$ cat config.mk
export PLATFORM = sky130hd
export DESIGN_NAME = gst_tracker
export DESIGN_NICKNAME = d
export VERILOG_FILES = /design/src/gst_pkg.sv /design/src/gst_tracker.sv
export SDC_FILE = /design/constraint.sdc
export NUM_CORES = 1
export LEC_CHECK = 0
export ABC_CLOCK_PERIOD_IN_PS = 2360
export BUFFER_PORTS_ARGS = -buffer_cell sky130_fd_sc_hd__buf_4
export CAP_MARGIN = 20
export CORE_MARGIN = 2
export CORE_UTILIZATION = 52
export CTS_CLUSTER_SIZE = 12
export DETAILED_ROUTE_END_ITERATION = 6
export PLACE_DENSITY_LB_ADDON = 0.15
export SLEW_MARGIN = 0
export SYNTH_ARGS = -nofsm -noshare
export SYNTH_HDL_FRONTEND = slang
export SYNTH_SLANG_ARGS = --single-unit
export TNS_END_PERCENT = 30
$ cat constraint.sdc
create_clock -name I_CLK -period 2.36 [get_ports I_CLK]
set_clock_uncertainty 0.1 [all_clocks]
set_input_delay 0.708 -clock I_CLK [delete_from_list [all_inputs] [get_ports I_CLK]]
set_output_delay 0.708 -clock I_CLK [all_outputs]
set_load 0.1 [all_outputs]
$ cat src/gst_pkg.sv
package gst_pkg;

  // ----------------------------------------------------------------------
  // register map, word addresses as byte offsets
  // ----------------------------------------------------------------------
  localparam logic [7:0] STATUS_OFS  = 8'h00;
  localparam logic [7:0] ERROR_OFS   = 8'h04;
  localparam logic [7:0] FUNC_OFS    = 8'h08;
  localparam logic [7:0] CONFIG_OFS  = 8'h0c;
  localparam logic [7:0] ARG_OFS     = 8'h10;

  // ----------------------------------------------------------------------
  // status word bit positions
  // ----------------------------------------------------------------------
  localparam int ERR_BIT       = 15;
  localparam int CMPL_BIT      = 8;
  localparam int LOCKOUT_BIT   = 7;
  localparam int FAR_CTRL_BIT  = 6;
  localparam int IN_CHARGE_BIT = 5;
  localparam int ATN_BIT       = 4;
  localparam int TAL_BIT       = 3;
  localparam int LIS_BIT       = 2;
  localparam int TRG_BIT       = 1;
  localparam int CLR_BIT       = 0;

  // ----------------------------------------------------------------------
  // gpib error codes
  // ----------------------------------------------------------------------
  localparam logic [7:0] NO_BUS_FAULT_CODE   = 8'h00;
  localparam logic [7:0] NOT_IN_CHARGE_CODE  = 8'h01;
  localparam logic [7:0] NO_LISTENER_CODE    = 8'h02;
  localparam logic [7:0] NOT_ADDRESSED_CODE  = 8'h03;
  localparam logic [7:0] BAD_ARGUMENT_CODE   = 8'h04;
  localparam logic [7:0] NO_SYSTEM_CTRL_CODE = 8'h05;

  // ----------------------------------------------------------------------
  // bus commands (low 7 bits of a byte sent with attention)
  // ----------------------------------------------------------------------
  localparam logic [6:0] CMD_GTL = 7'h01;
  localparam logic [6:0] CMD_SDC = 7'h04;
  localparam logic [6:0] CMD_GET = 7'h08;
  localparam logic [6:0] CMD_TCT = 7'h09;
  localparam logic [6:0] CMD_LLO = 7'h11;
  localparam logic [6:0] CMD_DCL = 7'h14;
  localparam logic [6:0] CMD_UNL = 7'h3f;
  localparam logic [6:0] CMD_UNT = 7'h5f;
  localparam logic [1:0] GRP_LISTEN = 2'h1;
  localparam logic [1:0] GRP_TALK   = 2'h2;
  localparam logic [1:0] GRP_SECOND = 2'h3;

  // reset address and invalid controller address
  localparam logic [4:0] PRIMARY_ADDR_RST = 5'h00;
  localparam logic [4:0] BAD_CTRL_ADDR    = 5'h1f;

  // ----------------------------------------------------------------------
  // host functions
  // ----------------------------------------------------------------------
  typedef enum logic [3:0] {
    FN_NONE    = 4'h0,
    FN_IFC     = 4'h1,
    FN_SRE     = 4'h2,
    FN_LOC     = 4'h3,
    FN_ONL     = 4'h4,
    FN_GTS     = 4'h5,
    FN_GTS_SH  = 4'h6,
    FN_PCT     = 4'h7,
    FN_WRT     = 4'h8,
    FN_RD      = 4'h9,
    FN_CMD     = 4'ha,
    FN_TMO     = 4'hb,
    FN_CADDR   = 4'hc,
    FN_RSC     = 4'hd,
    FN_BADARG  = 4'he,
    FN_NEWMSG  = 4'hf
  } gst_func_t;

  // sampled bus lines
  typedef struct packed {
    logic       atn;
    logic       ren;
    logic       ifc;
    logic       dav;
    logic [7:0] dio;
  } gst_bus_t;

endpackage

$ cat src/gst_tracker.sv
`timescale 1ns/1ps
// What this block does
// - remote flag set on remote-enable plus own listen address
// - remote clears on enable drop, go-to-local when listener, local call without lockout
// - in-charge set by interface clear as system controller or control pass
// - in-charge clears on foreign interface clear or passing control away
// - attention flag follows the attention line level
// - talker flag set on own talk address plus enabled secondary
// - talker clears on untalk, other talk address, own listen, ifc
// - listener flag set on own listen address or shadow handshake standby
// - listener clears on unlisten, own talk, ifc, plain standby
// - go-offline clears remote, in-charge, talker and listener flags
// - trigger flag set on trigger while listener, cleared at next message
// - clear flag set on device clear or selected clear, cleared next message
// - error cause held as gpib code beside the status word
// - code zero when the last call had no fault
// - code one when in-charge call made without being in charge
// - code two on write with no listener or unaccepted command
// - code three on read or write while unaddressed and not in charge
// - code three on shadow standby while attention already released
// - code four on invalid argument, zero timeout included
// - bad interface clear duration and controller address 31 are invalid
// - an invalid argument aborts the whole function
// - code five on ifc or sre without system controller; capable at reset
// - error flag set after failed call, cleared after good call
// - lockout set on local lockout, cleared on enable drop or go-offline
module gst_tracker
  import gst_pkg::*;
(
  input  wire logic        I_CLK,
  input  wire logic        I_RESETN,
  input  wire logic        I_CYC,
  input  wire logic        I_STB,
  input  wire logic        I_WE,
  input  wire logic [7:0]  I_ADR,
  input  wire logic [3:0]  I_SEL,
  input  wire logic [31:0] I_DAT,
  input  wire logic        I_ATN,
  input  wire logic        I_REN,
  input  wire logic        I_IFC,
  input  wire logic        I_DAV,
  input  wire logic [7:0]  I_DIO,
  input  wire logic        I_CMD_ACCEPTED,
  input  wire logic        I_LISTENER_PRESENT,
  output logic      [31:0] O_DAT,
  output logic             O_ACK
);

  // ----------------------------------------------------------------------
  // bus sampling
  // ----------------------------------------------------------------------
  gst_bus_t bus_q;
  gst_bus_t bus_d;
  logic     dav_prev_q;

  always_comb begin
    bus_d.atn = I_ATN;
    bus_d.ren = I_REN;
    bus_d.ifc = I_IFC;
    bus_d.dav = I_DAV;
    bus_d.dio = I_DIO;
  end

  always_ff @(posedge I_CLK or negedge I_RESETN) begin
    if (!I_RESETN) begin
      bus_q      <= '0;
      dav_prev_q <= 1'b0;
    end else begin
      bus_q      <= bus_d;
      dav_prev_q <= bus_q.dav;
    end
  end

  // ----------------------------------------------------------------------
  // register state
  // ----------------------------------------------------------------------
  logic        lockout_flag_q;
  logic        far_controlled_flag_q;
  logic        controller_in_charge_flag_q;
  logic        talker_addressed_flag_q;
  logic        listener_addressed_flag_q;
  logic        trigger_seen_flag_q;
  logic        clear_seen_flag_q;
  logic        err_q;
  logic [7:0]  code_q;
  logic [4:0]  my_addr_q;
  logic [4:0]  my_sec_q;
  logic        sec_en_q;
  logic        sys_ctrl_q;
  logic [15:0] arg_q;
  logic        sec_pend_q;
  logic        sec_is_talk_q;

  // ----------------------------------------------------------------------
  // wishbone decode
  // ----------------------------------------------------------------------
  logic      req;
  logic      wr;
  gst_func_t fn;

  function automatic logic hit(input logic [7:0] a, input logic [7:0] o);
    return a == o;
  endfunction

  assign req = I_CYC & I_STB & ~O_ACK;
  assign wr  = req & I_WE;
  assign fn  = (wr && hit(I_ADR, FUNC_OFS) && I_SEL[0]) ?
               gst_func_t'(I_DAT[3:0]) : FN_NONE;

  // ----------------------------------------------------------------------
  // command decode on each new byte under attention
  // ----------------------------------------------------------------------
  logic       cmd_stb;
  logic [6:0] c;
  logic       own_la;
  logic       own_ta;
  logic       other_ta;
  logic       sec_ok;
  logic       sec_byte;

  assign cmd_stb  = bus_q.atn & bus_q.dav & ~dav_prev_q;
  assign c        = bus_q.dio[6:0];
  assign sec_byte = cmd_stb && c[6:5] == GRP_SECOND;
  assign sec_ok   = sec_byte && sec_pend_q && c[4:0] == my_sec_q;
  assign own_la   = cmd_stb && c[6:5] == GRP_LISTEN && c[4:0] == my_addr_q
                    && c != CMD_UNL;
  assign own_ta   = cmd_stb && c[6:5] == GRP_TALK && c[4:0] == my_addr_q
                    && c != CMD_UNT;
  assign other_ta = cmd_stb && c[6:5] == GRP_TALK && c[4:0] != my_addr_q
                    && c != CMD_UNT;

  logic la_done;
  logic ta_done;
  assign la_done = sec_en_q ? (sec_ok & ~sec_is_talk_q) : own_la;
  assign ta_done = sec_en_q ? (sec_ok & sec_is_talk_q) : own_ta;

  always_ff @(posedge I_CLK or negedge I_RESETN) begin
    if (!I_RESETN) begin
      sec_pend_q    <= 1'b0;
      sec_is_talk_q <= 1'b0;
    end else if (cmd_stb) begin
      sec_pend_q    <= own_la | own_ta;
      sec_is_talk_q <= own_ta;
    end
  end

  // ----------------------------------------------------------------------
  // function outcome
  // ----------------------------------------------------------------------
  logic       call;
  logic       fail;
  logic [7:0] code_d;
  logic       bad_arg;

  assign call = fn != FN_NONE && fn != FN_NEWMSG;

  always_comb begin
    bad_arg = 1'b0;
    if (fn == FN_TMO)
      bad_arg = arg_q == 16'h0000;
    if (fn == FN_IFC)
      bad_arg = arg_q == 16'h0000;
    if (fn == FN_CADDR)
      bad_arg = arg_q[4:0] == BAD_CTRL_ADDR || arg_q[15:5] != '0;
    if (fn == FN_BADARG)
      bad_arg = 1'b1;
  end

  always_comb begin
    code_d = NO_BUS_FAULT_CODE;
    if (bad_arg)
      code_d = BAD_ARGUMENT_CODE;
    else if ((fn == FN_IFC || fn == FN_SRE) && !sys_ctrl_q)
      code_d = NO_SYSTEM_CTRL_CODE;
    else if ((fn == FN_PCT || fn == FN_CMD || fn == FN_GTS ||
              fn == FN_GTS_SH) && !controller_in_charge_flag_q)
      code_d = NOT_IN_CHARGE_CODE;
    else if (fn == FN_GTS_SH && !bus_q.atn)
      code_d = NOT_ADDRESSED_CODE;
    else if ((fn == FN_RD && !listener_addressed_flag_q ||
              fn == FN_WRT && !talker_addressed_flag_q) &&
             !controller_in_charge_flag_q)
      code_d = NOT_ADDRESSED_CODE;
    else if (fn == FN_WRT && !I_LISTENER_PRESENT ||
             fn == FN_CMD && !I_CMD_ACCEPTED)
      code_d = NO_LISTENER_CODE;
  end

  assign fail = code_d != NO_BUS_FAULT_CODE;

  // functions take effect only when the call succeeds
  logic ok;
  assign ok = call & ~fail;

  always_ff @(posedge I_CLK or negedge I_RESETN) begin
    if (!I_RESETN) begin
      err_q  <= 1'b0;
      code_q <= NO_BUS_FAULT_CODE;
    end else if (call) begin
      err_q  <= fail;
      code_q <= code_d;
    end
  end

  // ----------------------------------------------------------------------
  // configuration
  // ----------------------------------------------------------------------
  always_ff @(posedge I_CLK or negedge I_RESETN) begin
    if (!I_RESETN) begin
      my_addr_q  <= PRIMARY_ADDR_RST;
      my_sec_q   <= PRIMARY_ADDR_RST;
      sec_en_q   <= 1'b0;
      sys_ctrl_q <= 1'b1;
    end else begin
      if (wr && hit(I_ADR, CONFIG_OFS) && I_SEL[1]) begin
        my_addr_q <= I_DAT[12:8];
        sec_en_q  <= I_DAT[15];
      end
      if (wr && hit(I_ADR, CONFIG_OFS) && I_SEL[2])
        my_sec_q <= I_DAT[20:16];
      if (wr && hit(I_ADR, CONFIG_OFS) && I_SEL[0])
        sys_ctrl_q <= I_DAT[0];
      if (ok && fn == FN_RSC)
        sys_ctrl_q <= 1'b1;
    end
  end

  always_ff @(posedge I_CLK or negedge I_RESETN) begin
    if (!I_RESETN)
      arg_q <= '0;
    else if (wr && hit(I_ADR, ARG_OFS))
      arg_q <= I_DAT[15:0];
  end

  // ----------------------------------------------------------------------
  // status flags
  // ----------------------------------------------------------------------
  logic onl;
  assign onl = ok && fn == FN_ONL;

  always_ff @(posedge I_CLK or negedge I_RESETN) begin
    if (!I_RESETN)
      lockout_flag_q <= 1'b0;
    else if (!bus_q.ren || onl)
      lockout_flag_q <= 1'b0;
    else if (cmd_stb && c == CMD_LLO)
      lockout_flag_q <= 1'b1;
  end

  always_ff @(posedge I_CLK or negedge I_RESETN) begin
    if (!I_RESETN)
      far_controlled_flag_q <= 1'b0;
    else if (!bus_q.ren || onl)
      far_controlled_flag_q <= 1'b0;
    else if (la_done)
      far_controlled_flag_q <= 1'b1;
    else if (cmd_stb && c == CMD_GTL && listener_addressed_flag_q)
      far_controlled_flag_q <= 1'b0;
    else if (ok && fn == FN_LOC && !lockout_flag_q)
      far_controlled_flag_q <= 1'b0;
  end

  always_ff @(posedge I_CLK or negedge I_RESETN) begin
    if (!I_RESETN)
      controller_in_charge_flag_q <= 1'b0;
    else if (onl)
      controller_in_charge_flag_q <= 1'b0;
    else if (ok && fn == FN_IFC)
      controller_in_charge_flag_q <= 1'b1;
    else if (bus_q.ifc || ok && fn == FN_PCT)
      controller_in_charge_flag_q <= 1'b0;
    else if (cmd_stb && c == CMD_TCT && talker_addressed_flag_q)
      controller_in_charge_flag_q <= 1'b1;
  end

  always_ff @(posedge I_CLK or negedge I_RESETN) begin
    if (!I_RESETN)
      talker_addressed_flag_q <= 1'b0;
    else if (onl || bus_q.ifc)
      talker_addressed_flag_q <= 1'b0;
    else if (ta_done)
      talker_addressed_flag_q <= 1'b1;
    else if (cmd_stb && (c == CMD_UNT || other_ta || own_la))
      talker_addressed_flag_q <= 1'b0;
  end

  always_ff @(posedge I_CLK or negedge I_RESETN) begin
    if (!I_RESETN)
      listener_addressed_flag_q <= 1'b0;
    else if (onl || bus_q.ifc)
      listener_addressed_flag_q <= 1'b0;
    else if (la_done || ok && fn == FN_GTS_SH)
      listener_addressed_flag_q <= 1'b1;
    else if (cmd_stb && (c == CMD_UNL || own_ta) || ok && fn == FN_GTS)
      listener_addressed_flag_q <= 1'b0;
  end

  // event flags: a bus event in the same cycle as a new message wins
  always_ff @(posedge I_CLK or negedge I_RESETN) begin
    if (!I_RESETN)
      trigger_seen_flag_q <= 1'b0;
    else if (cmd_stb && c == CMD_GET && listener_addressed_flag_q)
      trigger_seen_flag_q <= 1'b1;
    else if (fn == FN_NEWMSG)
      trigger_seen_flag_q <= 1'b0;
  end

  always_ff @(posedge I_CLK or negedge I_RESETN) begin
    if (!I_RESETN)
      clear_seen_flag_q <= 1'b0;
    else if (cmd_stb && (c == CMD_DCL ||
             c == CMD_SDC && listener_addressed_flag_q))
      clear_seen_flag_q <= 1'b1;
    else if (fn == FN_NEWMSG)
      clear_seen_flag_q <= 1'b0;
  end

  // ----------------------------------------------------------------------
  // read back and acknowledge
  // ----------------------------------------------------------------------
  logic [31:0] rd_d;

  always_comb begin
    rd_d = '0;
    if (hit(I_ADR, STATUS_OFS)) begin
      rd_d[ERR_BIT]  = err_q;
      rd_d[CMPL_BIT] = 1'b1;
      rd_d[LOCKOUT_BIT] = lockout_flag_q;
      rd_d[FAR_CTRL_BIT] = far_controlled_flag_q;
      rd_d[IN_CHARGE_BIT] = controller_in_charge_flag_q;
      rd_d[ATN_BIT]  = bus_q.atn;
      rd_d[TAL_BIT]  = talker_addressed_flag_q;
      rd_d[LIS_BIT]  = listener_addressed_flag_q;
      rd_d[TRG_BIT]  = trigger_seen_flag_q;
      rd_d[CLR_BIT]  = clear_seen_flag_q;
    end else if (hit(I_ADR, ERROR_OFS))
      rd_d[7:0] = code_q;
    else if (hit(I_ADR, CONFIG_OFS))
      rd_d = {11'h000, my_sec_q, sec_en_q, 2'h0, my_addr_q,
              7'h00, sys_ctrl_q};
    else if (hit(I_ADR, ARG_OFS))
      rd_d[15:0] = arg_q;
  end

  always_ff @(posedge I_CLK or negedge I_RESETN) begin
    if (!I_RESETN) begin
      O_ACK <= 1'b0;
      O_DAT <= '0;
    end else begin
      O_ACK <= req;
      O_DAT <= (req && !I_WE) ? rd_d : '0;
    end
  end

endmodule

==> results of run 1 <==
## metal layers
layer | routed length [um] | vias to the layer above
met5 | 0 | -
met4 | 148 | 0
li1 | - | 1272
met2 | 3600 | 99
met3 | 497 | 12
met1 | 3270 | 1280
## cells by family after synthesis
kind of cell,share of synthesized area [%]
AOI/OAI and AO/OA,9.79
xor gates and xnor gates,2.97
and+or+nand+nor,18.5
muxes,10.8
buffers and inverters,4.81
DFF,53.0
other,0.106
## flip-flops by register name (all words and copies together), names as in the netlist, 3 cells and up
| name | count |
|---|---|
| bus_q | 11 |
| my_addr_q | 5 |
| O_DAT | 21 |
| code_q | 3 |
| arg_q | 16 |
| my_sec_q | 5 |
## final cells by class
type	count	share of cell area [%]
flip-flops and latches	75	42.3
repair buffers	85	14.9
multi-input cells	218	34.6
inverters	4	0.338
clock inverters	3	1.52
well taps	80	2.25
clock buffers	13	4.03
## cells in the mapped netlist, types with 3 or more instances
| cell type | number | area share (%) |
|---|---|---|
| sky130_fd_sc_hd__dfrtp_1 | 74 | 52 |
| sky130_fd_sc_hd__nand2_1 | 25 | 2.7 |
| sky130_fd_sc_hd__nor2_1 | 19 | 2.0 |
| sky130_fd_sc_hd__mux2_2 | 18 | 5.7 |
| sky130_fd_sc_hd__nor3_1 | 12 | 1.7 |
| sky130_fd_sc_hd__buf_4 | 11 | 2.3 |
| sky130_fd_sc_hd__clkbuf_1 | 11 | 1.2 |
| sky130_fd_sc_hd__mux2_4 | 10 | 4.2 |
| sky130_fd_sc_hd__nor2b_1 | 10 | 1.8 |
| sky130_fd_sc_hd__and2_1 | 9 | 1.6 |
| sky130_fd_sc_hd__a21oi_1 | 8 | 1.1 |
| sky130_fd_sc_hd__nor4_1 | 8 | 1.4 |
| sky130_fd_sc_hd__xor2_1 | 8 | 2.0 |
| sky130_fd_sc_hd__a22oi_1 | 6 | 1.3 |
| sky130_fd_sc_hd__a22o_1 | 5 | 1.2 |
| sky130_fd_sc_hd__nand2b_1 | 5 | 0.88 |
| sky130_fd_sc_hd__nand3_1 | 5 | 0.71 |
| sky130_fd_sc_hd__nand4_1 | 5 | 0.88 |
| sky130_fd_sc_hd__and3_1 | 4 | 0.71 |
| sky130_fd_sc_hd__inv_1 | 4 | 0.42 |
| sky130_fd_sc_hd__xnor2_1 | 4 | 0.99 |
| sky130_fd_sc_hd__a211oi_1 | 3 | 0.64 |
| sky130_fd_sc_hd__a31oi_1 | 3 | 0.53 |
| sky130_fd_sc_hd__mux2i_1 | 3 | 0.85 |
| sky130_fd_sc_hd__o21ai_0 | 3 | 0.42 |
| sky130_fd_sc_hd__o31ai_1 | 3 | 0.64 |
## worst reg2reg max path, delay by kind of cell (launching register included)
family / cells / cell delay (ns)
compound gates: 2 / 0.17
flops: 1 / 0.41
simple gates: 4 / 1.19
## power breakdown
part | switching (mW) | internal (mW) | leakage (nW) | total, mW
clock | 0.457 | 0.711 | 0.122 | 1.17
combinational | 0.183 | 0.100 | 1.02 | 0.283
sequential | 0.0209 | 1.30 | 1.00 | 1.32
## per-stage QoR
stage | area (um^2) | std cells | TNS, ns
2_1_floorplan | 3580 | 321 | -1.61
3_3_place_gp | 4190 | 462 | -1.82
3_5_place_dp | 4190 | 462 | -2.72
4_1_cts | 4440 | 478 | 0
5_1_grt | 4440 | 478 | 0
6_report | 4440 | 478 | 0
## worst paths after layout
check,start,slack [ns],cells after the start,endpoint
max,I_ADR[1],0.19,8,arg_q[3]
min,I_RESETN,0.25,1,bus_q[8]
max reg2reg,arg_q[5],0.37,6,err_q
min reg2reg,bus_q[8],0.30,0,dav_prev_q
max in group asynchronous,I_RESETN,1.34,2,my_addr_q[4]
min in group I_CLK,bus_q[8],0.30,0,dav_prev_q
## cells in the final DEF, fill, tap and decap left out, types with 2 or more instances in the layout
cell / netlist / routed
sky130_fd_sc_hd__a2111oi_0: 2 / 2
sky130_fd_sc_hd__a211oi_1: 3 / 3
sky130_fd_sc_hd__a21oi_1: 8 / 8
sky130_fd_sc_hd__a221oi_1: 2 / 2
sky130_fd_sc_hd__a22o_1: 5 / 5
sky130_fd_sc_hd__a22oi_1: 6 / 6
sky130_fd_sc_hd__a31o_2: 2 / 2
sky130_fd_sc_hd__a31oi_1: 3 / 3
sky130_fd_sc_hd__and2_1: 9 / 9
sky130_fd_sc_hd__and3_1: 4 / 4
sky130_fd_sc_hd__and4_1: 2 / 2
sky130_fd_sc_hd__buf_12: 1 / 2
sky130_fd_sc_hd__buf_4: 11 / 83
sky130_fd_sc_hd__bufinv_16: 0 / 2
sky130_fd_sc_hd__clkbuf_8: 0 / 13
sky130_fd_sc_hd__conb_1: 1 / 11
sky130_fd_sc_hd__dfrtp_1: 74 / 74
sky130_fd_sc_hd__inv_1: 4 / 4
sky130_fd_sc_hd__mux2_2: 18 / 18
sky130_fd_sc_hd__mux2_4: 10 / 10
sky130_fd_sc_hd__mux2i_1: 3 / 3
sky130_fd_sc_hd__nand2_1: 25 / 25
sky130_fd_sc_hd__nand2b_1: 5 / 5
sky130_fd_sc_hd__nand3_1: 5 / 5
sky130_fd_sc_hd__nand4_1: 5 / 5
sky130_fd_sc_hd__nor2_1: 19 / 19
sky130_fd_sc_hd__nor2b_1: 10 / 10
sky130_fd_sc_hd__nor3_1: 12 / 12
sky130_fd_sc_hd__nor3b_4: 2 / 2
sky130_fd_sc_hd__nor4_1: 8 / 8
sky130_fd_sc_hd__nor4b_1: 2 / 2
sky130_fd_sc_hd__o21ai_0: 3 / 3
sky130_fd_sc_hd__o31ai_1: 3 / 3
sky130_fd_sc_hd__o41ai_1: 2 / 2
sky130_fd_sc_hd__or2_2: 2 / 2
sky130_fd_sc_hd__xnor2_1: 4 / 4
sky130_fd_sc_hd__xor2_1: 8 / 8
==> PnR_summary.wiki, run 1 <==
{| class="wikitable"
! Metric !! Value
|-
| Total iterations of the first detailed-routing run || 5
|-
| Post-synthesis sequential element count || 75
|-
| Number of global-route vias before repair || 2628
|-
| YS warnings || 0
|-
| Clock transition at path regs || 0.08 ns
|-
| Worst skew pair latency || 0.35 ns
|-
| Via-per-instance ratio || 5.57
|-
| Most common cell type on the critical path || sky130_fd_sc_hd__nor3b_4
|-
| Area of combinational cells with multiple inputs || 1540 um^2
|-
| Total die area || 7490 um^2
|-
| Leakage power of the design || 2.15 nW
|-
| Avg Synthesized Cell Area || 11.4 um^2
|-
| Slowest CP cell || sky130_fd_sc_hd__mux2_2
|-
| Quantity of hold-fixing buffers added after cts || 0
|-
| Met1 usage in global routing || 29.5%
|-
| Std cell rows || 30
|-
| Busiest layer in global routing || met2
|-
| Routed wirelength normalized by instance count || 15.7 um
|-
| Post-layout power || 2.77 mW
|-
| Least-Margin Pin Slew || 0.569 ns
|-
| Number of unique standard cell types used by synthesis || 53
|-
| Final setup vio count || 0
|-
| Final-stage net count || 456
|-
| Fill cell instance count of the final layout || 544
|-
| Critical path, cell by cell || buf_4, nor3_4, nor3b_4, nand2b_4, nor3b_4, and2_1, buf_12, mux2_2
|-
| Clock tree sinks || 75
|-
| Rel. slew slack || 62.0%
|-
| Worst voltage drop across the vdd grid || 0.467 mV
|-
| Detailed router's first-iteration violation count || 183
|-
| Resized Gates After CTS || 0
|-
| Longest individual stage delay on the worst path || 0.35 ns
|-
| Antenna-violating nets left || 0
|-
| Achievable clock frequency || 461 MHz
|-
| Fraction of layout cells with a size suffix above 1 || 34.9%
|-
| Unrepaired setup endpoints after global routing || false
|-
| Number of flops mapped to enable cells by yosys || 0
|-
| Overall die width || 86.5 um
|-
| Critical path launch point type || input port
|-
| Area growth syn-to-layout || 25.4%
|-
| Pwr Density || 625 nW/um^2
|-
| Post-CTS repair timing setup buffer count || 0
|-
| CP arrival || 2.30 ns
|-
| Post-synthesis async set-or-reset flop share || 100%
|-
| Total vias in the final route || 2663
|-
| Boundary Pins || 96
|-
| Largest net degree at the start of global routing || 46
|-
| TritonCTS Buffers || 9
|-
| Kind of critical path || input port to register
|-
| Clock tree from TritonCTS || yes
|-
| Status || finished clean
|-
| Worst path buffer plus inverter count || 2
|-
| Antenna diodes || 0
|-
| Share of the clock period used by the worst path || 91.9%
|-
| Overall track demand over capacity in global routing || 21.6%
|-
| Area of the mapped netlist || 3540 um^2
|-
| Met2 Track Usage GR || 34.0%
|-
| Cell at the root of the clock tree || sky130_fd_sc_hd__clkbuf_8
|-
| Primary FF master, synth || sky130_fd_sc_hd__dfrtp_1
|-
| Vertical extent of the die || 86.5 um
|-
| Met3 track demand over resource || 4.76%
|-
| RD Place Congestion || 0.898
|-
| Least setup slack across all paths after layout || 0.191 ns
|-
| Initial standard-cell utilization of the core || 53.0%
|-
| Buffers from clock root to sink, at most || 2
|-
| Sequential standard cell area || 1880 um^2
|-
| Proportion of synthesized chip area in sequential cells || 53.0%
|-
| Placed wire-length estimate after detailed placement || 5630 um
|-
| Util after Layout || 66.4%
|-
| Max-capacitance violation count || 0
|-
| Number of standard cells after synthesis || 311
|-
| Wire length of the first global-routing pass || 12400 um
|-
| Type of destination of the critical path || register
|-
| Final hold slack || 0.255 ns
|-
| Required @ worst endpoint || 2.49 ns
|-
| Period minus WS final || 2.17 ns
|-
| Setup slack after placement || -0.164 ns
|-
| Highest net fanout along the worst path || 16
|-
| DRC errors left || 0
|-
| Standard cell core area || 6680 um^2
|-
| Deepest level of the CTS H-tree || 3
|-
| Path class of the lowest-slack min-delay path || input port to asynchronous set/reset pin
|-
| Total global routing overflow || 0
|-
| Number of buffers added on ports || 71
|-
| Final count of hold timing violations || 0
|-
| Detailed Route WL || 7520 um
|-
| Crit-path leading delay family || simple AND/OR/NAND/NOR gates
|-
| Slew Limit Fails || 0
|-
| Initial antenna violation count || 0
|}
No activity file was read; power rests on OpenSTA's default activity.
==> inputs of run 2 (changes only) <==
--- a/config.mk
+++ b/config.mk
@@ -9,7 +9,8 @@
 export BUFFER_PORTS_ARGS = -buffer_cell sky130_fd_sc_hd__buf_4
 export CAP_MARGIN = 20
 export CORE_MARGIN = 2
-export CORE_UTILIZATION = 52
+export CORE_UTILIZATION = 54
+export CTS_BUF_LIST = sky130_fd_sc_hd__clkbuf_2 sky130_fd_sc_hd__clkbuf_4 sky130_fd_sc_hd__clkbuf_8
 export CTS_CLUSTER_SIZE = 12
 export DETAILED_ROUTE_END_ITERATION = 6
 export PLACE_DENSITY_LB_ADDON = 0.15
==> run 2 against run 1 <==
Effect of this change:
- first-iteration DRC count shrank 32%
- combinational power grew 1%
- sequential cell count is the same
- global-route usage grew 2.0 points
- critical endpoint is now arg_q[14]
- critical path type unchanged
- critical path depth did not move
- largest power group unchanged
- cell count grew 0.21%
- non-clock buffer count grew 5
==> PnR_summary.wiki, run 2 (same netlist as run 1, synthesis figures left out) <==
{| class="wikitable"
! Metric !! Value
|-
| Status || finished clean
|-
| Number of global-route vias before repair || 2678
|-
| CP arrival || 2.26 ns
|-
| Total die area || 7220 um^2
|-
| Boundary Pins || 96
|-
| Buffers from clock root to sink, at most || 2
|-
| Clock transition at path regs || 0.07 ns
|-
| Worst skew pair latency || 0.36 ns
|-
| Period minus WS final || 2.12 ns
|-
| Most common cell type on the critical path || sky130_fd_sc_hd__nor3b_4
|-
| Rel. slew slack || 64.7%
|-
| Setup slack after placement || -0.134 ns
|-
| Number of flip-flops under the largest register name || 21
|-
| Share of the clock period used by the worst path || 89.7%
|-
| Initial antenna violation count || 0
|-
| Setup TNS || 0 ns
|-
| Pwr Density || 589 nW/um^2
|-
| Longest individual stage delay on the worst path || 0.35 ns
|-
| Via-per-instance ratio || 5.48
|-
| Max-capacitance violation count || 0
|-
| Worst path buffer plus inverter count || 2
|-
| Clock tree sinks || 75
|-
| Leakage power of the design || 2.15 nW
|-
| Final count of hold timing violations || 0
|-
| Largest regs || O_DAT: 21 flops, arg_q: 16 flops, bus_q: 11 flops
|-
| Largest net degree at the start of global routing || 42
|-
| Final setup vio count || 0
|-
| Overall track demand over capacity in global routing || 23.7%
|-
| Kind of critical path || input port to register
|-
| Routed wirelength normalized by instance count || 16.1 um
|-
| Commonest non-fill, non-tap cell in the layout || sky130_fd_sc_hd__buf_4
|-
| Worst voltage drop across the vdd grid || 0.455 mV
|-
| Placed wire-length estimate after detailed placement || 5810 um
|-
| Clock tree from TritonCTS || yes
|-
| RD Place Congestion || 0.889
|-
| Final-stage net count || 461
|-
| Vertical extent of the die || 85.0 um
|-
| DRC errors left || 0
|-
| Antenna-violating nets left || 0
|-
| Commonest non-fill, non-tap cells in the layout || sky130_fd_sc_hd__buf_4 (88), sky130_fd_sc_hd__dfrtp_1 (74), sky130_fd_sc_hd__nand2_1 (25)
|-
| Unrepaired setup endpoints after global routing || false
|-
| Slew Limit Fails || 0
|-
| Total iterations of the first detailed-routing run || 4
|-
| Register with the most flip-flops || O_DAT
|-
| Total vias in the final route || 2625
|-
| Achievable clock frequency || 472 MHz
|-
| Post-CTS repair timing setup buffer count || 0
|-
| Critical path, cell by cell || buf_4, nor3_4, nor3b_4, nand2b_4, nor3b_4, and2_1, buf_12, mux2_2
|-
| Standard cell core area || 6350 um^2
|-
| Detailed router's first-iteration violation count || 124
|-
| Least-Margin Pin Slew || 0.529 ns
|-
| TritonCTS Buffers || 9
|-
| Critical path launch point type || input port
|-
| Highest net fanout along the worst path || 16
|-
| Slowest CP cell || sky130_fd_sc_hd__mux2_2
|-
| Fraction of layout cells with a size suffix above 1 || 35.6%
|-
| Required @ worst endpoint || 2.50 ns
|-
| Deepest level of the CTS H-tree || 3
|-
| Detailed Route WL || 7700 um
|-
| Type of destination of the critical path || register
|-
| Initial standard-cell utilization of the core || 55.8%
|-
| Overall die width || 85.0 um
|-
| Std cell rows || 29
|-
| Post-layout power || 2.61 mW
|-
| Total global routing overflow || 0
|-
| Antenna diodes || 0
|-
| Wire length of the first global-routing pass || 13200 um
|-
| Resized Gates After CTS || 0
|-
| Path class of the lowest-slack min-delay path || input port to asynchronous set/reset pin
|-
| Cell at the root of the clock tree || sky130_fd_sc_hd__clkbuf_8
|-
| Number of buffers added on ports || 71
|-
| Crit-path leading delay family || simple AND/OR/NAND/NOR gates
|-
| Least setup slack across all paths after layout || 0.243 ns
|-
| Quantity of hold-fixing buffers added after cts || 0
|-
| Area growth syn-to-layout || 25.1%
|}
-- run 2: cell types whose count changed in the layout (fill, tap and decap cells not counted), sizes merged --
cell,previous run,this run
buf,85,90
clkinv,0,1
bufinv,2,1
clkinvlp,1,2
clkbuf,13,11
-- run 2: routing by layer --
layer / GRT usage (%) / part of all wire [%] / vias to the layer above
met1: 32.8 / 45 / 1271
li1: - / - / 1272
met2: 36.6 / 49 / 71
met5: 0 / 0 / -
met3: 5.45 / 5.0 / 11
met4: 8.95 / 1.2 / 0
-- run 2: final timing paths --
check,start,end,slack (ns),cells past startpoint
worst max register to register,arg_q[8],err_q,0.41,6
worst min register to register,bus_q[8],dav_prev_q,0.28,0
min in group I_CLK,bus_q[8],dav_prev_q,0.28,0
worst min-delay path,I_RESETN,O_DAT[0],0.23,1
worst max-delay path,I_ADR[1],arg_q[14],0.24,8
max in group asynchronous,I_RESETN,sys_ctrl_q,1.36,2
-- run 2: area by class of cell --
type,count,area (um^2)
clock inverter,4,50.0
clock buffer,11,151
timing repair buffer,90,701
fill,505,1920
tap,77,96.3
multi-input combinational,218,1540
inverter,4,15.0
sequential,75,1880
-- run 2: power breakdown --
part | total [mW] | internal, mW | switching, mW
combinational | 0.287 | 0.105 | 0.182
clock | 0.998 | 0.538 | 0.460
sequential | 1.32 | 1.30 | 0.0215
total | 2.61 | 1.94 | 0.664
-- run 2: metrics by stage --
stage,std cells,instance area (um^2),hold slack (ns),utilization (%)
after floorplan,321,3580,0.254,-
after global placement,464,4230,0.264,66.6
after detailed placement,464,4230,0.271,66.6
after CTS,479,4430,0.244,69.7
after global routing,479,4430,0.265,69.7
final,479,4430,0.229,69.7
